==> config.mk <==
export PLATFORM = sky130hd
export DESIGN_NAME = drt_regbank
export DESIGN_NICKNAME = d
export VERILOG_FILES = /design/src/verilog/drt_pkg.sv /design/src/verilog/drt_pmem_if.sv /design/src/verilog/drt_pmem.sv /design/src/verilog/drt_regbank.sv
export VERILOG_INCLUDE_DIRS = /design/src /design/src/verilog
export SDC_FILE = /design/constraint.sdc
export NUM_CORES = 1
export LEC_CHECK = 0
export BUFFER_PORTS_ARGS = -buffer_cell sky130_fd_sc_hd__clkbuf_2
export CAP_MARGIN = 30
export CORE_MARGIN = 8
export CORE_UTILIZATION = 56
export DETAILED_ROUTE_END_ITERATION = 6
export GPL_TIMING_DRIVEN = 0
export HOLD_SLACK_MARGIN = 0.06
export PLACE_DENSITY = 0.74
export SYNTH_ARGS = -nofsm -noshare
export SYNTH_HDL_FRONTEND = slang
export SYNTH_SLANG_ARGS = --single-unit
export TNS_END_PERCENT = 10
==> constraint.sdc <==
create_clock -name clk_i -period 9.2 [get_ports clk_i]
set_input_delay 1.38 -clock clk_i [delete_from_list [all_inputs] [get_ports clk_i]]
set_output_delay 1.38 -clock clk_i [all_outputs]
set_load 0.03 [all_outputs]
==> src/verilog/drt_cfg.svh <==
`ifndef DRT_CFG_SVH
`define DRT_CFG_SVH

// Holding register word addresses of the profile parameter pairs.
`define DRT_A_FREQ_H 16'h0001
`define DRT_A_FREQ_L 16'h0002
`define DRT_A_ACC1_H 16'h1103
`define DRT_A_ACC1_L 16'h1104
`define DRT_A_DEC1_H 16'h1105
`define DRT_A_DEC1_L 16'h1106
`define DRT_A_ACC2_H 16'h2103
`define DRT_A_ACC2_L 16'h2104
`define DRT_A_DEC2_H 16'h2105
`define DRT_A_DEC2_L 16'h2106
`define DRT_A_ACC3_H 16'h3103
`define DRT_A_ACC3_L 16'h3104
`define DRT_A_DEC3_H 16'h3105
`define DRT_A_DEC3_L 16'h3106

// Trip word and interrupt registers.
`define DRT_A_TRIP 16'h0f00
`define DRT_A_IRQ_STS 16'h0f01
`define DRT_A_IRQ_CLR 16'h0f02
`define DRT_A_IRQ_EN 16'h0f03

// Interrupt status bit positions.
`define DRT_B_TRIP 0
`define DRT_B_RANGE 1

// Trip cause codes carried in the high byte of the trip word.
`define DRT_C_NONE 8'h00
`define DRT_C_OC_CONST 8'h01
`define DRT_C_OC_DECEL 8'h02
`define DRT_C_OC_ACCEL 8'h03
`define DRT_C_OC_OTHER 8'h04
`define DRT_C_PROT_BASE 8'h05
`define DRT_N_PROT 4'hc
`define DRT_C_THERM_FAN 8'h14
`define DRT_C_THERM 8'h15
`define DRT_C_HW0 8'h17
`define DRT_C_HW1 8'h18
`define DRT_C_HW2 8'h19
`define DRT_C_HW3 8'h1e
`define DRT_C_HW4 8'h23
`define DRT_C_HW5 8'h24
`define DRT_C_HW6 8'h25
`define DRT_C_HW7 8'h26
`define DRT_C_SEQ_INSTR 8'h2b
`define DRT_C_SEQ_NEST 8'h2c
`define DRT_C_SEQ_EXEC 8'h2d
`define DRT_C_SEQ_USER 8'h32
`define DRT_C_CARD1 8'h3c
`define DRT_C_CARD2 8'h46
`define DRT_N_SUB 4'ha
`define DRT_N_HW 4'h8
`define DRT_STAT_MAX 4'h9

// Value limits in 0.01 Hz and 0.01 s units.
`define DRT_FREQ_MAX 32'h0000_9c40
`define DRT_TIME_MIN 32'h0000_0001
`define DRT_TIME_MAX 32'h0005_7e40
`define DRT_TRUNC_AT 19'h2710
`define DRT_TEN 19'h000a
`define DRT_NET_SEL 8'h03

// Reset values of the parameters.
`define DRT_FREQ_RST 16'h0000
`define DRT_TIME_RST 19'h0bb8
`define DRT_N_WORDS 14

`endif

==> src/verilog/drt_pkg.sv <==
package drt_pkg;

   // Fault class reported by the protection logic with a trip.
   typedef enum logic [3:0] {
      DRT_TC_NONE,
      DRT_TC_OC_CONST,
      DRT_TC_OC_DECEL,
      DRT_TC_OC_ACCEL,
      DRT_TC_OC_OTHER,
      DRT_TC_PROTECT,
      DRT_TC_THERM_FAN,
      DRT_TC_THERM,
      DRT_TC_HW,
      DRT_TC_SEQ_INSTR,
      DRT_TC_SEQ_NEST,
      DRT_TC_SEQ_EXEC,
      DRT_TC_SEQ_USER,
      DRT_TC_CARD1,
      DRT_TC_CARD2
   } drt_trip_e;

   // Whole state of the register bank.
   typedef struct packed {
      logic [6:0][15:0] hi;
      logic [15:0] freq;
      logic [2:0][18:0] acc;
      logic [2:0][18:0] dec;
      logic [7:0] cause;
      logic [7:0] dstat;
      logic [1:0] sts;
      logic [1:0] ien;
      logic [15:0] rdata;
      logic net;
      logic [18:0] acc_out;
      logic [18:0] dec_out;
      logic irq;
   } drt_state_s;

   // State of the parameter word store.
   typedef struct packed {
      logic [13:0][15:0] word;
      logic [15:0] rdata;
   } drt_mem_s;

endpackage : drt_pkg

==> src/verilog/drt_pmem_if.sv <==
`timescale 1ns/100ps

// Carries word writes and reads between the bank logic and the word store.
interface drt_pmem_if;
   logic we;
   logic re;
   logic [3:0] waddr;
   logic [3:0] raddr;
   logic [15:0] wdata;
   logic [15:0] rdata;
   modport ctl (output we, output re, output waddr, output raddr, output wdata, input rdata);
   modport mem (input we, input re, input waddr, input raddr, input wdata, output rdata);
endinterface : drt_pmem_if

==> src/verilog/drt_pmem.sv <==
`timescale 1ns/100ps
`include "drt_cfg.svh"

module drt_pmem (
   input wire logic clk_i,
   input wire logic nrst_i,
   drt_pmem_if.mem pm
);

   drt_pkg::drt_mem_s s;
   drt_pkg::drt_mem_s next_s;

   // Each word takes a write when addressed; read data are zero outside a read cycle,
   // so the bank can merge them with its own read data by a plain OR.
   generate
      for (genvar i = 0; i < `DRT_N_WORDS; i++) begin : g_word
         always_comb begin
            next_s.word[i] = s.word[i];
            if (pm.we && pm.waddr == 4'(i)) begin
               next_s.word[i] = pm.wdata;
            end
         end
      end
   endgenerate

   // Registered read port.
   always_comb begin
      next_s.rdata = 16'h0000;
      if (pm.re && pm.raddr < 4'(`DRT_N_WORDS)) begin
         next_s.rdata = s.word[pm.raddr];
      end
   end

   // Odd words are low halves; time pairs start at their default.
   always_ff @(posedge clk_i or negedge nrst_i) begin
      if (!nrst_i) begin
         s <= '0;
         for (int k = 3; k < `DRT_N_WORDS; k += 2) begin
            s.word[k] <= 16'(`DRT_TIME_RST);
         end
         s.word[1] <= `DRT_FREQ_RST;
      end else begin
         s <= next_s;
      end
   end

   assign pm.rdata = s.rdata;

endmodule : drt_pmem

==> src/verilog/drt_regbank.sv <==
`timescale 1ns/100ps
`include "drt_cfg.svh"

// Operation
// RULE_01: Trip cause 0 means no trip; 1 to 4 are the overcurrent cases.
// RULE_02: Protection trips use codes 5 to 16, 20, 21 and 23 to 38.
// RULE_03: Sequence faults give 43, 44, 45; user trips 0-9 give 50-59.
// RULE_04: Card one errors give 60 to 69, card two errors 70 to 79.
// RULE_05: Low byte of trip word holds drive status 0 to 9 at trip.
// RULE_06: Frequency target 0 to 40000 steers speed when source select is 03.
// RULE_07: Time values of 10000 or more drop their hundredths digit.
// RULE_08: Parameters are 32-bit high/low pairs; times range 1 to 360000.

module drt_regbank (
   input wire logic clk_i,
   input wire logic nrst_i,
   input wire logic [15:0] addr_i,
   input wire logic [15:0] wdata_i,
   input wire logic wr_i,
   input wire logic rd_i,
   output logic [15:0] rdata_o,
   input wire drt_pkg::drt_trip_e trip_class_i,
   input wire logic [3:0] trip_index_i,
   input wire logic [3:0] drive_status_i,
   input wire logic trip_valid_i,
   input wire logic [7:0] freq_src_sel_i,
   input wire logic [1:0] motor_sel_i,
   output logic [15:0] freq_target_o,
   output logic freq_from_net_o,
   output logic [18:0] accel_time_o,
   output logic [18:0] decel_time_o,
   output logic [15:0] trip_word_o,
   output logic irq_o
);

   ////////////////////////////////////////////////////////////////////////////////
   // Helpers.

   // Maps a bus address onto a word slot; slot bit 0 marks the low half.
   function automatic logic [4:0] slot_of(input logic [15:0] a);
      case (a)
         `DRT_A_FREQ_H: slot_of = 5'h10;
         `DRT_A_FREQ_L: slot_of = 5'h11;
         `DRT_A_ACC1_H: slot_of = 5'h12;
         `DRT_A_ACC1_L: slot_of = 5'h13;
         `DRT_A_DEC1_H: slot_of = 5'h14;
         `DRT_A_DEC1_L: slot_of = 5'h15;
         `DRT_A_ACC2_H: slot_of = 5'h16;
         `DRT_A_ACC2_L: slot_of = 5'h17;
         `DRT_A_DEC2_H: slot_of = 5'h18;
         `DRT_A_DEC2_L: slot_of = 5'h19;
         `DRT_A_ACC3_H: slot_of = 5'h1a;
         `DRT_A_ACC3_L: slot_of = 5'h1b;
         `DRT_A_DEC3_H: slot_of = 5'h1c;
         `DRT_A_DEC3_L: slot_of = 5'h1d;
         default: slot_of = 5'h00;
      endcase
   endfunction : slot_of

   // Once a time reaches 100.0 s the hundredths digit is dropped.
   function automatic logic [18:0] trunc_time(input logic [18:0] v);
      if (v >= `DRT_TRUNC_AT) begin // see RULE_07
         trunc_time = v - (v % `DRT_TEN);
      end else begin
         trunc_time = v;
      end
   endfunction : trunc_time

   // Encodes a fault class and sub-index into a cause code; bit 8 flags a legal pair.
   function automatic logic [8:0] trip_code(input drt_pkg::drt_trip_e c, input logic [3:0] i);
      logic [7:0] hw;
      hw = `DRT_C_HW0;
      case (i[2:0])
         3'h1: hw = `DRT_C_HW1;
         3'h2: hw = `DRT_C_HW2;
         3'h3: hw = `DRT_C_HW3;
         3'h4: hw = `DRT_C_HW4;
         3'h5: hw = `DRT_C_HW5;
         3'h6: hw = `DRT_C_HW6;
         3'h7: hw = `DRT_C_HW7;
         default: hw = `DRT_C_HW0;
      endcase
      case (c)
         drt_pkg::DRT_TC_NONE: trip_code = {1'b1, `DRT_C_NONE}; // see RULE_01
         drt_pkg::DRT_TC_OC_CONST: trip_code = {1'b1, `DRT_C_OC_CONST}; // see RULE_01
         drt_pkg::DRT_TC_OC_DECEL: trip_code = {1'b1, `DRT_C_OC_DECEL};
         drt_pkg::DRT_TC_OC_ACCEL: trip_code = {1'b1, `DRT_C_OC_ACCEL};
         drt_pkg::DRT_TC_OC_OTHER: trip_code = {1'b1, `DRT_C_OC_OTHER};
         drt_pkg::DRT_TC_PROTECT: trip_code = {i < `DRT_N_PROT, `DRT_C_PROT_BASE + {4'h0, i}}; // see RULE_02
         drt_pkg::DRT_TC_THERM_FAN: trip_code = {1'b1, `DRT_C_THERM_FAN}; // see RULE_02
         drt_pkg::DRT_TC_THERM: trip_code = {1'b1, `DRT_C_THERM};
         drt_pkg::DRT_TC_HW: trip_code = {i < `DRT_N_HW, hw}; // see RULE_02
         drt_pkg::DRT_TC_SEQ_INSTR: trip_code = {1'b1, `DRT_C_SEQ_INSTR}; // see RULE_03
         drt_pkg::DRT_TC_SEQ_NEST: trip_code = {1'b1, `DRT_C_SEQ_NEST};
         drt_pkg::DRT_TC_SEQ_EXEC: trip_code = {1'b1, `DRT_C_SEQ_EXEC};
         drt_pkg::DRT_TC_SEQ_USER: trip_code = {i < `DRT_N_SUB, `DRT_C_SEQ_USER + {4'h0, i}}; // see RULE_03
         drt_pkg::DRT_TC_CARD1: trip_code = {i < `DRT_N_SUB, `DRT_C_CARD1 + {4'h0, i}}; // see RULE_04
         drt_pkg::DRT_TC_CARD2: trip_code = {i < `DRT_N_SUB, `DRT_C_CARD2 + {4'h0, i}}; // see RULE_04
         default: trip_code = {1'b0, `DRT_C_NONE};
      endcase
   endfunction : trip_code

   ////////////////////////////////////////////////////////////////////////////////
   // State and decode.

   drt_pkg::drt_state_s s;
   drt_pkg::drt_state_s next_s;
   drt_pmem_if pm ();

   logic [4:0] slot;
   logic [2:0] pair;
   logic [31:0] joined;
   logic [8:0] tcode;
   logic trip_take;
   logic in_range;
   logic [1:0] set_ev;
   logic [1:0] clr_ev;
   logic [1:0] mot;

   assign slot = slot_of(addr_i);
   assign pair = slot[3:1];
   assign joined = {s.hi[pair], wdata_i};
   assign tcode = trip_code(trip_class_i, trip_index_i);
   // A trip with an unknown sub-index or status is dropped rather than half-recorded.
   assign trip_take = trip_valid_i && tcode[8] && drive_status_i <= `DRT_STAT_MAX;
   assign mot = 2'((pair - 3'h1) >> 1);

   ////////////////////////////////////////////////////////////////////////////////
   // Next state.

   // One pass computes every next value; the word store sees the same decode.
   always_comb begin
      next_s = s;
      next_s.rdata = 16'h0000;
      pm.we = 1'b0;
      pm.re = rd_i && slot[4];
      pm.waddr = slot[3:0];
      pm.raddr = slot[3:0];
      pm.wdata = wdata_i;
      set_ev = 2'b00;
      clr_ev = 2'b00;
      in_range = 1'b0;
      // Pair writes: the high half is staged, the low half commits the whole value.
      if (wr_i && slot[4]) begin
         if (!slot[0]) begin
            next_s.hi[pair] = wdata_i; // see RULE_08
            pm.we = 1'b1;
         end else if (pair == 3'h0) begin
            in_range = joined <= `DRT_FREQ_MAX; // see RULE_06
            if (in_range) begin
               next_s.freq = wdata_i;
            end
         end else begin
            in_range = joined >= `DRT_TIME_MIN && joined <= `DRT_TIME_MAX; // see RULE_08
            if (in_range && pair[0]) begin
               next_s.acc[mot] = trunc_time(joined[18:0]); // see RULE_07
            end else if (in_range) begin
               next_s.dec[mot] = trunc_time(joined[18:0]); // see RULE_07
            end
         end
         // A rejected low half leaves the stored word untouched and raises an event.
         if (slot[0]) begin
            pm.we = in_range;
            set_ev[`DRT_B_RANGE] = !in_range;
         end
      end
      // Local register writes.
      if (wr_i && addr_i == `DRT_A_IRQ_CLR) begin
         clr_ev = wdata_i[1:0];
      end
      if (wr_i && addr_i == `DRT_A_IRQ_EN) begin
         next_s.ien = wdata_i[1:0];
      end
      // Trip capture: cause in the high byte, drive status in the low byte.
      if (trip_take) begin
         next_s.cause = tcode[7:0]; // see RULE_01
         next_s.dstat = {4'h0, drive_status_i}; // see RULE_05
         set_ev[`DRT_B_TRIP] = trip_class_i != drt_pkg::DRT_TC_NONE;
      end
      // A set in the same cycle as its clear wins, so no event is lost.
      next_s.sts = (s.sts & ~clr_ev) | set_ev;
      next_s.irq = |(next_s.sts & next_s.ien);
      // Local read data; the store answers its own words.
      if (rd_i) begin
         case (addr_i)
            `DRT_A_TRIP: next_s.rdata = {s.cause, s.dstat};
            `DRT_A_IRQ_STS: next_s.rdata = {14'h0000, s.sts};
            `DRT_A_IRQ_EN: next_s.rdata = {14'h0000, s.ien};
            default: next_s.rdata = 16'h0000;
         endcase
      end
      // The network target steers speed only under the matching source selection.
      next_s.net = freq_src_sel_i == `DRT_NET_SEL; // see RULE_06
      next_s.acc_out = s.acc[motor_sel_i < 2'h3 ? motor_sel_i : 2'h0];
      next_s.dec_out = s.dec[motor_sel_i < 2'h3 ? motor_sel_i : 2'h0];
   end

   // State register.
   always_ff @(posedge clk_i or negedge nrst_i) begin
      if (!nrst_i) begin
         s <= '0;
         s.freq <= `DRT_FREQ_RST;
         s.acc <= {3{`DRT_TIME_RST}};
         s.dec <= {3{`DRT_TIME_RST}};
         s.acc_out <= `DRT_TIME_RST;
         s.dec_out <= `DRT_TIME_RST;
      end else begin
         s <= next_s;
      end
   end

   drt_pmem u_pmem (
      .clk_i(clk_i),
      .nrst_i(nrst_i),
      .pm(pm.mem)
   );

   ////////////////////////////////////////////////////////////////////////////////
   // Outputs.

   // Both read sources are zero outside their read cycle, so an OR merges them.
   assign rdata_o = s.rdata | pm.rdata;
   assign freq_target_o = s.freq;
   assign freq_from_net_o = s.net;
   assign accel_time_o = s.acc_out;
   assign decel_time_o = s.dec_out;
   assign trip_word_o = {s.cause, s.dstat};
   assign irq_o = s.irq;
endmodule : drt_regbank
* Word-level counts from Yosys, hierarchy flattened
Cells that the tools add are included.
Word-level totals: register bits after elaboration 554, bits of input ports 59, output and inout bits 88, word-level logic and storage cells 199
Operators by class: add/subtract/negate cells 6, divide/modulo/power cells 1, order comparisons 16, eq/ne operators 53, mux-type cells 42, bitwise logic cells 8, reduce and logical (&&, ||, !) cells 35
Operator list (number):
- 19-bit two-way mux | 13
- 9-bit one-hot mux with 15 select lines | 1
- 16-bit by 14-bit == test with 1-bit output, second input constant | 8
- 57-bit bitwise mux | 2
- 112-bit bitwise mux | 1
- 16-bit two-way mux | 5
- 19-bit binary-select mux with 2-bit select | 2
- 5-bit one-hot mux with 14 select lines | 1
- 16-bit binary-select mux with 4-bit select | 1
- 16-bit by 12-bit == test with 1-bit output, second input constant | 4
- 16-bit by 13-bit == test with 1-bit output, second input constant | 4
- 4-bit == test, second input constant | 13
- 16-bit binary-select mux with 3-bit select | 1
- 16-bit demux with 3-bit select | 1
- 16-bit one-hot mux with 3 select lines | 1
- 6-bit one-hot mux with 7 select lines | 1
- 19-bit demux with 2-bit select | 1
- 4-bit by 3-bit == test with 1-bit output, second input constant | 8
- 32-bit by 1-bit greater-or-equal comparator with 1-bit output, second input constant | 1
- 32-bit by 16-bit <= comparator with 1-bit output, second input constant | 1
- 32-bit by 19-bit <= comparator with 1-bit output, second input constant | 1
- 1-bit logical AND | 25
- 19-bit by 14-bit greater-or-equal comparator with 1-bit output, second input constant | 1
- 19-bit by 4-bit modulo with 19-bit output, second input constant | 1
- other kinds (36) | 63

* Longest topological paths before layout
depth after elaboration 15, depth in mapped cells 61, depth with buffers taken out 50

* Cells and area by module
A second synthesis with hierarchy kept.
Second synthesis, totals: cell total of the unflattened synthesis 2582, area total of the unflattened synthesis 28667.5 µm²
Modules (own cells, without submodules):
- drt_regbank | instances 1, cells an instance 1808, area each 17626.9 µm², seq. area each 7777.5 µm²
- drt_pmem | instances 1, cells an instance 774, area each 11040.6 µm², seq. area each 6058.3 µm²

* Worst setup path after synthesis
Ideal clock, no wire load.
kind input port to flip-flop, start input addr_i[3], end register s[113] (netlist name), setup time 0.088 ns, arrival 11.785 ns, data required time 9.112 ns, setup slack -2.673 ns, cell stages on the path 55, buffers on the path 6, cell sequence or4_4 -> or4_4 -> buf_6 -> nor2_8 -> inv_2 -> nand4_1 -> and4_1 -> mux2_2 -> o21a_1 -> o31ai_4 -> buf_4 -> nor2_1 -> o21ai_1 -> nand4_1 -> a211o_1 -> a311o_1 -> a21o_1 -> a32oi_1 -> (+19 left out) -> o21ai_0 -> a21boi_0 -> o21ai_0 -> a21boi_0 -> o21ai_0 -> a21boi_0 -> o21ai_0 -> nand2b_1 -> a21o_1 -> a21o_1 -> a21oi_1 -> inv_1 -> a21oi_1 -> nor4b_1 -> o2111a_1 -> or3_1 -> buf_2 -> a41oi_1
On the way: word-level cells in the longest chain between the ends 13, elaborated cells between the ends (all ways) 42, those cells by class 2 x add/sub; 1 x div; 5 x order compare; 14 x eq/ne; 12 x mux; 2 x bitwise; 6 x reduce/logical
Ends and longest elaborated chain:
- from (decl) | RTL line drt_regbank.sv:17 | input wire logic [15:0] addr_i,
- 16-bit by 14-bit == test with 1-bit output, or another cell as far along | RTL line drt_regbank.sv:41 | case (a)
- 5-bit one-hot mux with 14 select lines * | RTL line drt_regbank.sv:41
- 16-bit binary-select mux with 3-bit select | RTL line drt_regbank.sv:122 | assign joined = {s.hi[pair], wdata_i};
- 16-bit two-way mux (not written as such) | RTL line drt_regbank.sv:122
- 19-bit by 4-bit modulo with 19-bit output (no source line)
- 19-bit subtractor | RTL line drt_regbank.sv:63 | trunc_time = v - (v % `DRT_TEN);
- 19-bit two-way mux | RTL line drt_regbank.sv:62 | if (v >= `DRT_TRUNC_AT) begin
- 19-bit two-way mux | RTL line drt_regbank.sv:157 | end else if (in_range) begin
- 19-bit two-way mux | RTL line drt_regbank.sv:155 | if (in_range && pair[0]) begin
- 19-bit two-way mux | RTL line drt_regbank.sv:148 | end else if (pair == 3'h0) begin
- 19-bit two-way mux | RTL line drt_regbank.sv:145 | if (!slot[0]) begin
- 19-bit two-way mux | RTL line drt_regbank.sv:144 | if (wr_i && slot[4]) begin
- 57-bit bitwise mux | RTL line drt_regbank.sv:158 | next_s.dec[mot] = trunc_time(joined[18:0]);
- to (signal assigned) | RTL line drt_regbank.sv:208 | s <= next_s;
- to (decl) | RTL line drt_regbank.sv:106 | drt_pkg::drt_state_s s;
Every way passes the cells marked *; elsewhere a longest branch is shown, timed or not. The select of a mux whose other input is x is not followed. A chain may end at the register's enable or synchronous reset.

* Worst setup path after layout
Same ends and word-level chain as after synthesis.

==> impl_metrics.toml <==
[global_route]
grt_max_degree = 120
grtUsageTotal = 0.340
grt_antenna_before_repair = 3
overflow = 0
grt_pass1_vias = 25529
grt_pass1_wl_um = 151000

[layout]
final_cell_mix = "nand2_1, dfrtp_1, clkbuf_1, buf_4, a21oi_1"
final_nets = 3575
syn2layout_area_growth_pct = 19.2
final_util = 0.676
fin_area_mm2 = 0.0338
drive_gt1_frac = 0.249
layout_commonest_cell = "nand2_1"

[sta]
rsz0062_at_grt = "true"
min_period_ns = 11.40
hold_viol = 0
setup-violations-final = 78
drv_slew = 0
worstMarginPinSlew_ns = 1.15
fin_skew_ns = 0.0135
timing.slew.headroom = 0.225
fin_ws_ns = -2.20
fmax_mhz = 87.7
fin_crit_sh = 1.24

[critical_path]
crit_top_cell = "o21ai_2"
startpoint = "addr_i[3]"
regToRegSetupSlack_ns = -1.03
slowest_delay_ns = 0.67
critPathArrivalTime_ns = 11.86
cpMaxStageDelayCell = "or4_4"
r2r_cells = 53
cp_max_fo = 10
end_kind = "flip-flop"
reg2reg_to = "s[113]"
r2r_start = "s[287]"
cp.required_ns = 9.66
critPathKind = "in2reg"
worstSetupStartpointType = "primary input"

[yosys]
synth_enable_flop_cells = 0
synth_cells = 3165
synth.cell_area_mm2 = 0.0284
ys_async_sr_fraction = 1.00
synth_warnings = 0
seq_area_frac_synth = 0.487
synth_ff_type = "dfrtp_1"
ys_ff_latch = 548
syn_avg_cell_area_um2 = 8.97
netlist-cell-type-count = 102

[pwr]
finalPower_uw = 5740
power_density_mw_per_mm2 = 170
vdd_drop_max_uv = 164
leakagePower_uw = 0.0163

[status]
status = "complete, but fails checks"
violations = "negative setup slack"

[clock_network]
cts-root-buf = "clkbuf_16"
clock_sinks = 548
cts.htree.levels = 2
clk-insertion-delay-late_ns = 0.62
path_clk_slew_ns = 0.06
cts_tree = "done"
clk_path_buf_depth = 3
cts-hold-fix-buffers = 0
cts_buffers = 57

[placement]
pre_cts_ws_ns = -3.97
dpl_cell_area_mm2 = 0.0305
dp_hpwl_um = 69600
routabilityCongestion = 1.03
portBuffers = 135

[min_path]
holdPathStages = 2
holdCritStartpoint = "s[159]"
min_to = "s[159]"
hold_path.class = "reg2reg"

[floorplanning]
rows = 82
die_w_um = 241
die_area_mm2 = 0.0582
ios = 147
die_h_um = 241
start_util = 0.567
core_mm2 = 0.0501

[routing]
drt_iter0_drc = 2614
drc = 0
wl_per_cell_um = 23.8
drt-vias-per-instance = 6.19
wl_um = 99900
drt_pre_antenna_iters = 6
routed-via-count = 26035
ant_nets = 0

[flow_run]
max-cap-violations = 0
registers in the layout, indices dropped and copies added, names as in the netlist:
signal and cells:
u_pmem.s 224, trip_word_o 11, s 241, u_pmem.pm.rdata 16, accel_time_o 19, decel_time_o 19
freq_from_net_o 1, irq_o 1, freq_target_o 16
cells in the mapped netlist, types with 20 or more instances:
cell | n | area [um^2]
nor4_1 | 40 | 250
nor2_1 | 112 | 420
nand2_1 | 928 | 3480
dfstp_2 | 98 | 2570
mux2_2 | 155 | 1750
nand3_1 | 125 | 626
nor3_1 | 47 | 235
a211oi_1 | 49 | 368
inv_1 | 41 | 154
a31oi_1 | 20 | 125
dfrtp_1 | 450 | 11300
nor2b_1 | 45 | 282
mux2i_1 | 43 | 430
a21oi_1 | 169 | 846
o31ai_1 | 21 | 158
buf_4 | 78 | 586
ha_1 | 34 | 425
o21ai_0 | 155 | 776
buf_1 | 25 | 93.8
clkbuf_1 | 182 | 683
how the worst max path moves through the flow:
stage / end / slack [ns] / cells past startpoint
after floorplan: s[113] / -1.89 / 50
after global placement: s[289] / -5.40 / 1
after detailed placement: s[113] / -3.97 / 55
after CTS: s[113] / -1.93 / 56
after global routing: s[113] / -2.62 / 54
final: s[113] / -2.20 / 56
cells by family (layout without fill, tap and decap cells):
family                     Yosys count  count (layout)  synth area share
and+or+nand+nor                   1425            1425             0.221
AOI/OAI and AO/OA                  595             595             0.135
DFF                                548             548             0.487
buffers and inverters              341             702            0.0565
muxes                              202             202            0.0794
adders and majority gates           34              34            0.0150
xor gates and xnor gates            19              19           0.00612
other                                1               7          0.000132
metal layers:
layer  share of wire  global-route usage
met1            0.38               0.428
met2            0.46               0.546
met3           0.089              0.0646
met4           0.072               0.196
met5         0.00038                   0
report_power, final:
part | internal [uW] | leakage [uW] | switching (uW)
registers | 2430 | 0.00722 | 10.5
clock network | 1310 | 0.000902 | 963
logic | 385 | 0.00813 | 632
through the flow:
| stage | TNS [ns] | std cells | hold WS [ns] |
|---|---|---|---|
| floorplan | -55.87 | 3169 | 0.430 |
| global placement | -2808.58 | 3976 | 0.445 |
| detailed placement | -244.48 | 4000 | 0.455 |
| CTS | -73.71 | 4176 | 0.463 |
| global route | -123.27 | 4202 | 0.475 |
| finish | -88.66 | 4204 | 0.462 |
worst max-delay path, delay by kind of cell:
family                   cells  cell delay [ns]
AND/OR/NAND/NOR              8             2.06
buffers and inverters       10             1.28
adder cells (fa/ha/maj)      2             0.42
multiplexers                 2             0.63
AO/OA/AOI/OAI               34             6.08
timing repair:
action / CTS / global route
pin swaps: 110 / 45
setup endpoints to repair: 108 / 106
gates cloned: 0 / 0
buffers inserted: 71 / 23
gates resized for setup: 161 / 36
final cells by class:
type	instances	area, um^2
tap	672	841
antenna	2	5.00
multi-input combinational	2280	13900
sequential	548	13800
clock buffer	95	1740
fill	4085	16200
clock inverter	12	105
timing repair buffer	259	1750
inverter	46	178
buffer	290	1450
Power figures use the tool's default switching activity.
